`src/include/lom_pkg.sv`:
```
// Constants shared by the LED override, group and fault mask block.
// Assumes a 13-bit register word as used by the serial register engine.
package lom_pkg;

  // ----------------------------------------------------------------------
  // Widths
  // ----------------------------------------------------------------------
  localparam int unsigned NUM_SWITCHES = 12;
  localparam int unsigned REG_WIDTH = 13;
  localparam int unsigned ADDR_WIDTH = 8;
  localparam int unsigned NUM_FLAGS = 6;
  localparam int unsigned GROUP_CODE_WIDTH = 4;

  // ----------------------------------------------------------------------
  // Register offsets
  // ----------------------------------------------------------------------
  localparam logic [7:0] OFS_FORCE_CLOSED = 8'h09;
  localparam logic [7:0] OFS_GROUP_A = 8'h0a;
  localparam logic [7:0] OFS_GROUP_B = 8'h0b;
  localparam logic [7:0] OFS_FAULT_MASK = 8'h0c;

  // ----------------------------------------------------------------------
  // Reset values
  // ----------------------------------------------------------------------
  localparam logic [11:0] RST_SWITCH_BITS = 12'h000;
  localparam logic [12:0] RST_FAULT_MASK = 13'h0000;

  // ----------------------------------------------------------------------
  // General fault mask field positions
  // ----------------------------------------------------------------------
  localparam int unsigned POS_WARN_MASK = 0;
  localparam int unsigned POS_DECODE_MASK = 1;
  localparam int unsigned POS_PUMP_MASK = 2;
  localparam int unsigned POS_SHORT_MASK = 3;
  localparam int unsigned POS_OPEN_MASK = 4;
  localparam int unsigned POS_SERIAL_MASK = 6;
  localparam int unsigned POS_SHDN_ACTION = 12;
  localparam logic [12:0] FAULT_MASK_WRITABLE = 13'h105f;

  // ----------------------------------------------------------------------
  // Fault flag vector positions, shared by the mask vector
  // ----------------------------------------------------------------------
  localparam int unsigned FLG_WARN = 0;
  localparam int unsigned FLG_DECODE = 1;
  localparam int unsigned FLG_PUMP = 2;
  localparam int unsigned FLG_SHORT = 3;
  localparam int unsigned FLG_OPEN = 4;
  localparam int unsigned FLG_SERIAL = 5;

  // ----------------------------------------------------------------------
  // Group codes carried by group soft-start and dimming-period writes
  // ----------------------------------------------------------------------
  localparam logic [3:0] GROUP_CODE_A = 4'h1;
  localparam logic [3:0] GROUP_CODE_B = 4'h2;

endpackage : lom_pkg

```
`src/include/lom_fault_if.sv`:
```
// Carrier between the register core and the fault output gate.
// Assumes both ends run on core_clk.
`timescale 1ns/1ns
`default_nettype none
interface lom_fault_if;
  import lom_pkg::*;
  logic [NUM_FLAGS-1:0] flags;
  logic [NUM_FLAGS-1:0] masks;
  logic faultActive;
  logic faultPinOeN;

  modport core (output flags, output masks, input faultActive, input faultPinOeN);
  modport gate (input flags, input masks, output faultActive, output faultPinOeN);
endinterface : lom_fault_if
`default_nettype wire

```
`src/core/lom_config_regs.sv`:
```
// LED switch override, group membership and general fault mask registers.
// Assumes a serial engine issuing one-cycle read and write strobes, a PWM
// engine giving per-switch close requests and detectors giving fault levels.
//
// What this block does
// - Set override bit keeps its bypass switch closed whatever the duty settings.
// - Group A members take group writes with code 0001 and group A duty writes.
// - Group B members take group writes with code 0010 and group B duty writes.
// - On thermal shutdown, action bit clear closes all switches, set opens all.
// - Lamp_open_fault mask set keeps lamp_open_fault detections off the fault output.
// - Pump-not-ready mask set keeps that condition off the fault output.
// - Resistor-decode mask set keeps decode errors off the fault output.
// - Mask bits and shutdown action bit are read/write and reset to zero.
// - Fault output asserts while any flag is high and its mask is clear.
// - Open and short faults count only while the switch is open.
`timescale 1ns/1ns
`default_nettype none
module lom_config_regs
  import lom_pkg::*;
(
  input wire logic core_clk, // System clock, 125 MHz.
  input wire logic reset_n, // Asynchronous reset, active low.
  input wire logic regWrEn, // One-cycle register write strobe.
  input wire logic regRdEn, // One-cycle register read strobe.
  input wire logic [ADDR_WIDTH-1:0] regAddr, // Register offset.
  input wire logic [REG_WIDTH-1:0] regWrData, // Write data.
  output logic [REG_WIDTH-1:0] regRdData, // Read data, held until next read.
  output logic regRdValid, // Pulse one cycle after a read strobe.
  input wire logic [NUM_SWITCHES-1:0] dutyClose, // PWM engine close request.
  input wire logic thermalShutdown, // Thermal shutdown level.
  output logic [NUM_SWITCHES-1:0] switchClosed, // Final switch drive, 1 is closed.
  input wire logic [GROUP_CODE_WIDTH-1:0] groupCode, // Code of a group write.
  input wire logic groupSoftStartWr, // Write to group_soft_start_reg.
  input wire logic groupDimPeriodWr, // Write to group_dim_period_reg.
  input wire logic firstGroupDutyWr, // Write to first_group_duty_reg.
  input wire logic secondGroupDutyWr, // Write to second_group_duty_reg.
  output logic [NUM_SWITCHES-1:0] groupTargets, // Switches that take the group write.
  output logic groupTargetsValid, // Pulse marking groupTargets.
  input wire logic serialError, // Serial error flag.
  input wire logic [NUM_SWITCHES-1:0] lampOpenFault, // Open detections per switch.
  input wire logic [NUM_SWITCHES-1:0] lampShortFault, // Short detections per switch.
  input wire logic pumpNotReady, // Charge pump not ready flag.
  input wire logic resistorDecodeError, // Resistor decode error flag.
  input wire logic overtempWarning, // Thermal warning flag.
  output logic faultOutput, // Fault level, active high.
  output logic faultOutputN, // Open-drain pin value, always low.
  output logic faultOutputOeN, // Pin enable, low while pulling down.
  input wire logic faultOutputIn // Pin level as seen on the wire.
);

  // ----------------------------------------------------------------------
  // Decode helpers
  // ----------------------------------------------------------------------
  function automatic logic hitReg(input logic [ADDR_WIDTH-1:0] addr,
                                  input logic [7:0] ofs);
    hitReg = (addr == ofs);
  endfunction : hitReg

  function automatic logic [NUM_FLAGS-1:0] maskVector(input logic [12:0] m);
    logic [NUM_FLAGS-1:0] v;
    v = '0;
    v[FLG_WARN] = m[POS_WARN_MASK];
    v[FLG_DECODE] = m[POS_DECODE_MASK];
    v[FLG_PUMP] = m[POS_PUMP_MASK];
    v[FLG_SHORT] = m[POS_SHORT_MASK];
    v[FLG_OPEN] = m[POS_OPEN_MASK];
    v[FLG_SERIAL] = m[POS_SERIAL_MASK];
    maskVector = v;
  endfunction : maskVector

  // ----------------------------------------------------------------------
  // Configuration registers
  // ----------------------------------------------------------------------
  logic [NUM_SWITCHES-1:0] forceClosedBits_reg;
  logic [NUM_SWITCHES-1:0] firstGroupMembers_reg;
  logic [NUM_SWITCHES-1:0] secondGroupMembers_reg;
  logic [12:0] faultMask_reg;

  always_ff @(posedge core_clk or negedge reset_n)
  begin
    if (!reset_n)
    begin
      forceClosedBits_reg <= RST_SWITCH_BITS;
      firstGroupMembers_reg <= RST_SWITCH_BITS;
      secondGroupMembers_reg <= RST_SWITCH_BITS;
      faultMask_reg <= RST_FAULT_MASK;
    end
    else if (regWrEn)
    begin
      if (hitReg(regAddr, OFS_FORCE_CLOSED))
        forceClosedBits_reg <= regWrData[NUM_SWITCHES-1:0];
      if (hitReg(regAddr, OFS_GROUP_A))
        firstGroupMembers_reg <= regWrData[NUM_SWITCHES-1:0];
      if (hitReg(regAddr, OFS_GROUP_B))
        secondGroupMembers_reg <= regWrData[NUM_SWITCHES-1:0];
      if (hitReg(regAddr, OFS_FAULT_MASK))
        faultMask_reg <= regWrData & FAULT_MASK_WRITABLE;
    end
  end

  // ----------------------------------------------------------------------
  // Read port
  // ----------------------------------------------------------------------
  logic [REG_WIDTH-1:0] rdData_next;

  always_comb
  begin
    rdData_next = '0;
    if (hitReg(regAddr, OFS_FORCE_CLOSED))
      rdData_next = {1'b0, forceClosedBits_reg};
    else if (hitReg(regAddr, OFS_GROUP_A))
      rdData_next = {1'b0, firstGroupMembers_reg};
    else if (hitReg(regAddr, OFS_GROUP_B))
      rdData_next = {1'b0, secondGroupMembers_reg};
    else if (hitReg(regAddr, OFS_FAULT_MASK))
      rdData_next = faultMask_reg;
  end

  always_ff @(posedge core_clk or negedge reset_n)
  begin
    if (!reset_n)
    begin
      regRdData <= '0;
      regRdValid <= 1'b0;
    end
    else
    begin
      regRdValid <= regRdEn;
      if (regRdEn)
        regRdData <= rdData_next;
    end
  end

  // ----------------------------------------------------------------------
  // Switch drive
  // ----------------------------------------------------------------------
  // Shutdown outranks the override so that an overheated part really
  // reaches the chosen safe state, even for a switch held closed.
  logic [NUM_SWITCHES-1:0] switchClosed_next;

  genvar sw;
  generate
    for (sw = 0; sw < NUM_SWITCHES; sw++)
    begin : g_switch
      always_comb
      begin
        if (thermalShutdown)
          switchClosed_next[sw] = ~faultMask_reg[POS_SHDN_ACTION];
        else if (forceClosedBits_reg[sw])
          switchClosed_next[sw] = 1'b1;
        else
          switchClosed_next[sw] = dutyClose[sw];
      end
    end
  endgenerate

  always_ff @(posedge core_clk or negedge reset_n)
  begin
    if (!reset_n)
      switchClosed <= '0;
    else
      switchClosed <= switchClosed_next;
  end

  // ----------------------------------------------------------------------
  // Group write qualification
  // ----------------------------------------------------------------------
  logic groupCodedWr;
  logic takeFirst;
  logic takeSecond;

  assign groupCodedWr = groupSoftStartWr | groupDimPeriodWr;
  assign takeFirst = (groupCodedWr && groupCode == GROUP_CODE_A) || firstGroupDutyWr;
  assign takeSecond = (groupCodedWr && groupCode == GROUP_CODE_B) || secondGroupDutyWr;

  always_ff @(posedge core_clk or negedge reset_n)
  begin
    if (!reset_n)
    begin
      groupTargets <= '0;
      groupTargetsValid <= 1'b0;
    end
    else
    begin
      groupTargetsValid <= takeFirst | takeSecond;
      groupTargets <= ({NUM_SWITCHES{takeFirst}} & firstGroupMembers_reg)
        | ({NUM_SWITCHES{takeSecond}} & secondGroupMembers_reg);
    end
  end

  // ----------------------------------------------------------------------
  // Fault flags and gate
  // ----------------------------------------------------------------------
  // Detections are qualified by the registered switch drive, which is the
  // state the switch actually holds; a closed switch cannot see an LED.
  lom_fault_if faultBus ();
  logic [NUM_FLAGS-1:0] flags_reg;
  logic [NUM_FLAGS-1:0] masks_reg;

  always_ff @(posedge core_clk or negedge reset_n)
  begin
    if (!reset_n)
    begin
      flags_reg <= '0;
      masks_reg <= '0;
    end
    else
    begin
      flags_reg[FLG_WARN] <= overtempWarning;
      flags_reg[FLG_DECODE] <= resistorDecodeError;
      flags_reg[FLG_PUMP] <= pumpNotReady;
      flags_reg[FLG_SHORT] <= |(lampShortFault & ~switchClosed);
      flags_reg[FLG_OPEN] <= |(lampOpenFault & ~switchClosed);
      flags_reg[FLG_SERIAL] <= serialError;
      masks_reg <= maskVector(faultMask_reg);
    end
  end

  assign faultBus.flags = flags_reg;
  assign faultBus.masks = masks_reg;

  lom_fault_gate u_gate (
    .core_clk(core_clk),
    .reset_n(reset_n),
    .faultBus(faultBus)
  );

  assign faultOutput = faultBus.faultActive;
  assign faultOutputOeN = faultBus.faultPinOeN;
  assign faultOutputN = 1'b0;

  // The wire level is not used by this block; the pin is output only.
  logic unusedPin;
  assign unusedPin = faultOutputIn;
endmodule : lom_config_regs
`default_nettype wire

```
`src/core/lom_fault_gate.sv`:
```
// Fault output gate: combines qualified fault flags with their masks.
// Assumes flags and masks are stable flip-flop outputs on core_clk.
`timescale 1ns/1ns
`default_nettype none
module lom_fault_gate
  import lom_pkg::*;
(
  input wire logic core_clk, // System clock.
  input wire logic reset_n, // Asynchronous reset, active low.
  lom_fault_if.gate faultBus // Flags in, fault level out.
);

  logic faultNext;

  // ----------------------------------------------------------------------
  // Fault decision
  // ----------------------------------------------------------------------
  assign faultNext = |(faultBus.flags & ~faultBus.masks);

  always_ff @(posedge core_clk or negedge reset_n)
  begin
    if (!reset_n)
    begin
      faultBus.faultActive <= 1'b0;
      faultBus.faultPinOeN <= 1'b1;
    end
    else
    begin
      faultBus.faultActive <= faultNext;
      faultBus.faultPinOeN <= ~faultNext;
    end
  end
endmodule : lom_fault_gate
`default_nettype wire

```
`config.mk`:
```
export PLATFORM = sky130hd
export DESIGN_NAME = lom_config_regs
export DESIGN_NICKNAME = d
export VERILOG_FILES = /design/src/include/lom_pkg.sv /design/src/include/lom_fault_if.sv /design/src/core/lom_config_regs.sv /design/src/core/lom_fault_gate.sv
export SDC_FILE = /design/constraint.sdc
export NUM_CORES = 1
export LEC_CHECK = 0
export CELL_PAD_IN_SITES_DETAIL_PLACEMENT = 1
export CELL_PAD_IN_SITES_GLOBAL_PLACEMENT = 2
export CORE_MARGIN = 2
export CORE_UTILIZATION = 43
export CTS_BUF_LIST = sky130_fd_sc_hd__clkbuf_8
export CTS_CLUSTER_SIZE = 30
export DETAILED_ROUTE_END_ITERATION = 6
export DONT_BUFFER_PORTS = 1
export PLACE_DENSITY = 0.86
export REMOVE_ABC_BUFFERS = 1
export SYNTH_ARGS = -nofsm -noshare
export SYNTH_HDL_FRONTEND = slang
export SYNTH_SLANG_ARGS = --single-unit
```
`constraint.sdc`:
```
create_clock -name core_clk -period 1.2 [get_ports core_clk]
set_input_delay 0.24 -clock core_clk [delete_from_list [all_inputs] [get_ports core_clk]]
set_output_delay 0.24 -clock core_clk [all_outputs]
set_load 0.005 [all_outputs]
```
# Yosys cells after proc, flatten, opt, wreduce, memory -nomap -nowiden
# Cells that the tools add are included.
# classes
eq_ne,6
muxes,28
bitwise,12
reduce_logical,11
# ops
cell,count
2-to-1 mux 13 bit,4
AND 12 bit,4
"== test 8 x 4 -> 1 bit, second input constant",4
2-to-1 mux 1 bit,24
OR reduction 12 bit,2
inverter 12 bit,1
OR 12 bit,1
AND reduction 2 bit,4
AND 6 bit,1
inverter 6 bit,1
OR reduction 6 bit,1
"== test 4 x 1 -> 1 bit, second input constant",1
"== test 4 x 2 -> 1 bit, second input constant",1
logical AND 1 bit,2
logical OR 1 bit,2
inverter 1 bit,2
OR 1 bit,2
# word_totals
reg_bits,96
input_bits,75
output_inout_bits,42
word_cells,70

# Logic depth before layout (Yosys ltp)
# Gate-level depths: netlist (run 1).
# depth
word_depth,5
depth_mapped,6
depth_no_buf,3

# By module
# Synthesis (run 1) repeated with hierarchy kept, for this count alone.
# hier_totals
hier_cells,315
hier_area_um2,4169.0
# modules_own_cells
mod,instances,cells_per_inst,area_each_um2,seq_area_each_um2
lom_config_regs,1,302,4065.1,2352.3
lom_fault_gate,1,13,103.8,51.3

# Worst setup path before layout (run 1)
# No wires, ideal clock.
# synth_timing
path_kind,input to register
startpoint,in regAddr[1]
endpoint,reg forceClosedBits_reg[10]
setup_time_ns,0.125
t_arrival_ns,1.328
required_time_ns,1.075
slack_ns,-0.253
stages,6
n_path_buf,3
cell_sequence,buf_6 > nor4bb_1 > clkbuf_2 > nand3_2 > buf_4 > mux2_2
# synth_via
elab_chain_len,2
# synth_rtl
item,line_no,text
start: declaration,lom_config_regs.sv:25,"input wire logic [ADDR_WIDTH-1:0] regAddr,"
== test 8 x 4 -> 1 bit,lom_config_regs.sv:56,hitReg = (addr == ofs);
AND reduction 2 bit (no line),n/a,
end signal: assignment,lom_config_regs.sv:91,forceClosedBits_reg <= regWrData[NUM_SWITCHES-1:0];
end: declaration,lom_config_regs.sv:74,logic [NUM_SWITCHES-1:0] forceClosedBits_reg;
# Every way passes these cells.
# A chain may end at the register's enable or synchronous reset.

# Worst setup path after layout (run 1)
# layout_timing
startpoint,reg switchClosed[10]
endpoint,out switchClosed[10]
# layout_lines
item,line_no,text
start: declaration,lom_config_regs.sv:31,"output logic [NUM_SWITCHES-1:0] switchClosed,"
start signal: assignment,lom_config_regs.sv:162,switchClosed <= switchClosed_next;
# No word-level cell between the ends.

==> reports/metrics.yaml, run 1 <==
rsz0062_at_grt: "yes"
setup_slack_ps: 28.8
vias_per_cell: 5.83
dpl_worst_slack_ps: -268
fin_crit_ps: 1170
cts_setup_buffers: 0
vias: 2705
routed_wl_um: 10400
syn2layout_area_growth_pct: 15.9
ir_worst_vdd_mv: 1.00
finalSetupViolCount: 0
die-width_um: 101
synth.area.top_cells: "dfrtp_1 59%, mux2_2 14%, nor2b_1 3.1%"
cts_tree: "yes"
clk_pin_slew_ps: 90
clock-root-buffer: "clkbuf_8"
largest_reg_flops: 13
floorplan.io_pins: 117
hold_ws_ps: -435
start_util: 0.440
path_cells: "buf_6"
critPathKind: "flip-flop to output port"
globalRouteOverflowTotal: 0
fin_crit_sh: 0.976
cellPowerDensity_nw_per_um2: 1220
cp.arrival_ps: 930
nFillCells: 934
drtAntennaViolNets: 0
synth-seq-cells: 96
synth-seq-area-share: 0.594
grt_max_degree: 97
finClkSkew_ps: 12.2
r2r_slack_ps: 70
worst_r2r_path_depth: 3
start_kind: "flip-flop"
antenna_found_initial: 0
worst_setup_path_end_kind: "output port"
diodes: 0
track_usage: 0.208
place_hpwl_um: 7030
gp_congestion: 0.772
synth_area_um2: 4050
clkLatencyLatePin_ps: 360
drv_cap: 0
portBuffers: 0
post_drt_wl_per_cell_um: 22.4
die-area_um2: 10200
regMostFlops: "regRdData"
rr_startpoint: "switchClosed[7]$_DFF_PN0_"
crit_slowest_cell: "dfrtp_2"
numCtsBuffers: 9
chipHeight_um: 101
fin_util: 0.510
num_rows: 35
dpl_cell_area_um2: 4290
drv_slew: 0
htree_levels: 3
final_area_um2: 4690
cts_sinks: 96
core_area_um2: 9200
nets: 423
critPathMaxStageDelay_ps: 450
worstSetupStartpoint: "switchClosed[10]$_DFF_PN0_"
status: "complete, but fails checks"
worst-path-buf-inv: 1
grt_pass1_wl_um: 15900
cp.required_ps: 960
drt_iter0_drc: 68
setup_tns_ps: 0
endpoint: "switchClosed[10]"
r2r-end: "faultBus.flags[3]$_DFF_PN0_"
drc: 0
syn_area_per_cell_um2: 12.9
critPathTopFamily: "flip-flops"
synth_top_cell_by_area: "dfrtp_1"
synth_warnings: 0
path_depth: 1
cts.path.max_buffers: 2
hold_viol_final: 105
path_max_fanout: 3
layout-drive-gt1-share: 0.269
first_global_vias: 3002
hold_class: "primary input to asynchronous set/reset pin"
violations: "negative hold slack"
drtPass1Iterations: 4
fmax_mhz: 854
yosysTopAreaCellShare: 0.587
ys_types: 36
netlist_instances: 314
finalPower_uw: 5740
p_leak_uw: 0.00218
-- worst register-to-register path: stages (launching register included) --
cell and delay [ps]:
dfrtp_1 370, inv_1 90, a2111oi_2 390, nand3_1 130
-- how the worst min path moves through the flow --
stage,startpoint,cells past startpoint,endpoint,slack (ps)
detailed placement,reset_n,0,faultBus.flags[0]$_DFF_PN0_,-50
finish,reset_n,0,groupTargets[5]$_DFF_PN0_,-440
global route,reset_n,0,firstGroupMembers_reg[0]$_DFFE_PN0P_,-470
floorplan,reset_n,0,faultBus.flags[0]$_DFF_PN0_,-60
CTS,reset_n,0,switchClosed[9]$_DFF_PN0_,-450
global placement,reset_n,0,groupTargets[6]$_DFF_PN0_,-50
-- logic make-up after synthesis --
logic type	synth area share
flip-flops	0.594
AO/OA/AOI/OAI	0.129
AND/OR/NAND/NOR	0.0977
multiplexers	0.136
buffers and inverters	0.0420
other	0.000926
-- per-layer routing --
layer	track usage	vias to the layer above	part of all wire
li1	-	1211	-
met1	0.242	1409	0.40
met2	0.354	70	0.52
met3	0.0839	15	0.070
met4	0.0624	0	0.015
met5	0	-	0
-- synth_stat cells --
cell	number
dfrtp_1	95
mux2_2	49
nor2b_1	20
inv_1	18
nand3_1	15
a22o_1	12
o31a_1	12
clkbuf_1	10
o22ai_1	9
nor2_1	7
a2111oi_0	6
a21o_1	6
a31oi_1	6
a32oi_1	6
buf_2	6
nand3b_1	6
o211ai_1	6
nand4_1	3
a41o_1	2
buf_4	2
nor4bb_1	2
or2_2	2
and2_1	1
and3b_1	1
buf_1	1
buf_6	1
clkbuf_2	1
conb_1	1
dfstp_2	1
nand2_1	1
nand3_2	1
nand4bb_1	1
nor3_1	1
nor4_4	1
o21ai_0	1
or3_1	1
-- report_power, final --
group | internal, uW | total [uW] | switching [uW]
clock network | 771 | 1790 | 1020
logic | 271 | 441 | 170
registers | 3390 | 3510 | 119
total | 4430 | 5740 | 1310
-- final cells by class --
| class | count | area [um2] | area share |
|---|---|---|---|
| multi-input combinational | 179 | 1510 | 0.321 |
| tap | 111 | 139 | 0.0296 |
| inverter | 18 | 67.6 | 0.0144 |
| timing repair buffer | 44 | 413 | 0.0880 |
| sequential | 96 | 2400 | 0.513 |
| clock buffer | 10 | 138 | 0.0293 |
| clock inverter | 6 | 23.8 | 0.00507 |
-- through the flow --
stage / cells / hold slack, ps
6_report: 464 / -435
3_5_place_dp: 428 / -52.8
5_1_grt: 464 / -465
2_1_floorplan: 293 / -55.6
4_1_cts: 461 / -453
3_3_place_gp: 428 / -53.3
-- placed cells by master (no fill, tap or decap), types with 3 or more instances in the layout --
master / Yosys / layout
o211ai_1: 6 / 6
a21o_1: 6 / 6
dfrtp_1: 95 / 94
inv_1: 18 / 23
clkbuf_8: 0 / 10
a2111oi_2: 0 / 5
nand4_1: 3 / 3
o31a_1: 12 / 12
a32oi_1: 6 / 6
nor2_1: 7 / 7
a22o_1: 12 / 12
dlygate4sd3_1: 0 / 20
o22ai_1: 9 / 9
buf_4: 2 / 20
nand3_1: 15 / 15
a31oi_1: 6 / 6
nor2b_1: 20 / 20
nand3b_1: 6 / 6
mux2_2: 49 / 49
-- repair_timing --
item / 4_1_cts / 5_1_grt
hold buffers: 17 / 3
resized for setup: 1 / 12
hold endpoints to repair: 124 / 113
setup endpoints to repair: 2 / 4
pin swaps: 0 / 2
(Power assumes the default switching activity.)
==> run 2, diff against run 1 <==
- GPL_TIMING_DRIVEN: not set -> 0
==> reports/metrics.yaml, run 2 (synthesized netlist as in run 1, its figures left out) <==
status: "complete, but fails checks"
violations: "negative hold slack"
die-area_um2: 10200
vias_per_cell: 5.98
clk_pin_slew_ps: 90
crit_slowest_cell: "mux2_2"
antenna_found_initial: 0
htree_levels: 3
fin_crit_sh: 0.958
die-width_um: 101
routed_wl_um: 10900
floorplan.io_pins: 117
critPathTopFamily: "simple AND/OR/NAND/NOR gates"
nets: 410
seqCellArea_um2: 2400
numCtsBuffers: 9
cp_common_cell: "buf_6"
fin_util: 0.509
grt_pass1_wl_um: 16600
regMostFlops: "regRdData"
cellPowerDensity_nw_per_um2: 1280
cts.path.max_buffers: 2
slew_headroom: 0.454
clkLatencyLatePin_ps: 360
drtAntennaViolNets: 0
critPathMaxStageDelay_ps: 280
post_drt_wl_per_cell_um: 24.1
met3_usage: 0.0839
vias: 2701
final_area_um2: 4680
chipHeight_um: 101
p_leak_uw: 0.00214
setup_tns_ps: 0
multi_input_area_um2: 1580
globalRouteOverflowTotal: 0
grt_max_degree: 97
worst_setup_path_end_kind: "flip-flop"
finalSetupViolCount: 0
fin_cells: 452
gr-usage-met1: 0.275
core_area_um2: 9200
hold_class: "primary input to asynchronous set/reset pin"
nFillCells: 915
tightest_slew_ps: 813
busiest_layer: "met2"
place_hpwl_um: 6510
drv_cap: 0
layout-drive-gt1-share: 0.274
fmax_mhz: 870
drv_slew: 0
hold_ws_ps: -433
finClkSkew_ps: 6.33
cp.required_ps: 1450
mostFrequentLayoutCells: "95 x dfrtp_1, 49 x mux2_2, 19 x inv_1, 19 x nor2b_1, 17 x dlygate4sd3_1"
fin_crit_ps: 1150
use_met2: 0.362
largest_reg_flops: 13
start_util: 0.440
worst-path-buf-inv: 2
critPathKind: "primary input to flip-flop"
clock-root-buffer: "clkbuf_8"
drt_iter0_drc: 118
cts_tree: "yes"
portBuffers: 0
drtPass1Iterations: 4
cp.arrival_ps: 1400
dp.cells: 404
start_kind: "primary input"
layout_commonest_cell: "dfrtp_1"
path_max_fanout: 6
num_rows: 35
first_global_vias: 2931
path_cells: "nor4_4 > buf_6 > nand4_1 > buf_6 > mux2_2"
cts_sinks: 96
drc: 0
ir_worst_vdd_mv: 0.709
gp_congestion: 0.724
syn2layout_area_growth_pct: 15.5
track_usage: 0.219
hold_viol_final: 108
dpl_cell_area_um2: 4090
==> run 2: cell types whose count changed in the layout (fill, tap and decap cells not counted), moves of 2 or more <==
cell           before  now
buf_12              2    0
buf_4              20    9
buf_6               2    4
dlygate4sd3_1      20   17
inv_1              23   19
nor4bb_1            2    0
nor4bb_4            0    2
==> run 2: metrics by stage <==
step	power [uW]	hold slack (ps)	worst slack [ps]
finish	6010	-433	50.7
detailed placement	3880	-53.3	-1910
global route	6260	-463	-12.6
floorplan	3780	-55.6	-893
global placement	3860	-53.3	-1800
CTS	6030	-448	14.8
==> run 2: per-layer routing <==
metal	wire length [um]	up-vias	share of wire
met1	4420	1415	0.41
met5	0	-	0
met4	139	0	0.013
met3	747	11	0.069
met2	5600	77	0.51
li1	-	1198	-
==> run 2: path summary, 6_finish.rpt <==
kind	start	endpoint	slack, ps	depth (start not counted)
worst max-delay path	regAddr[5]	secondGroupMembers_reg[10]$_DFFE_PN0P_	50	5
worst min-delay path	reset_n	regRdData[3]$_DFFE_PN0P_	-430	0
worst max register to register	switchClosed[7]$_DFF_PN0_	faultBus.flags[3]$_DFF_PN0_	90	3
worst min register to register	faultMask_reg[1]$_DFFE_PN0P_	faultBus.masks[1]$_DFF_PN0_	410	0
max in group asynchronous	reset_n	u_gate.faultBus.faultPinOeN$_DFF_PN1_	1450	0
min in group core_clk	regRdEn	regRdValid$_DFF_PN0_	-80	0
==> run 2: repair_timing <==
item / CTS / global route
hold endpoints to repair: 123 / 115
hold buffers: 13 / 4
endpoints found under the setup margin: 58 / 26
gates resized for setup: 10 / 14
setup buffers: 10 / 4
pin swaps: 5 / 3
cloned: 1 / 0
==> run 2: cell type report <==
cell class / count / area share
well taps: 111 / 0.0297
repair buffers: 30 / 0.0605
clock buffers: 10 / 0.0294
clock inverters: 6 / 0.0128
flip-flops and latches: 96 / 0.514
multi-input cells: 180 / 0.339
diodes: 1 / 0.000535
inverters: 18 / 0.0144
==> run 2: report_power, final <==
part / leakage, uW / switching (uW) / total (uW) / internal [uW]
clock: 0.000103 / 1080 / 2090 / 1010
sequential: 0.00124 / 120 / 3510 / 3390
combinational: 0.000795 / 162 / 406 / 245
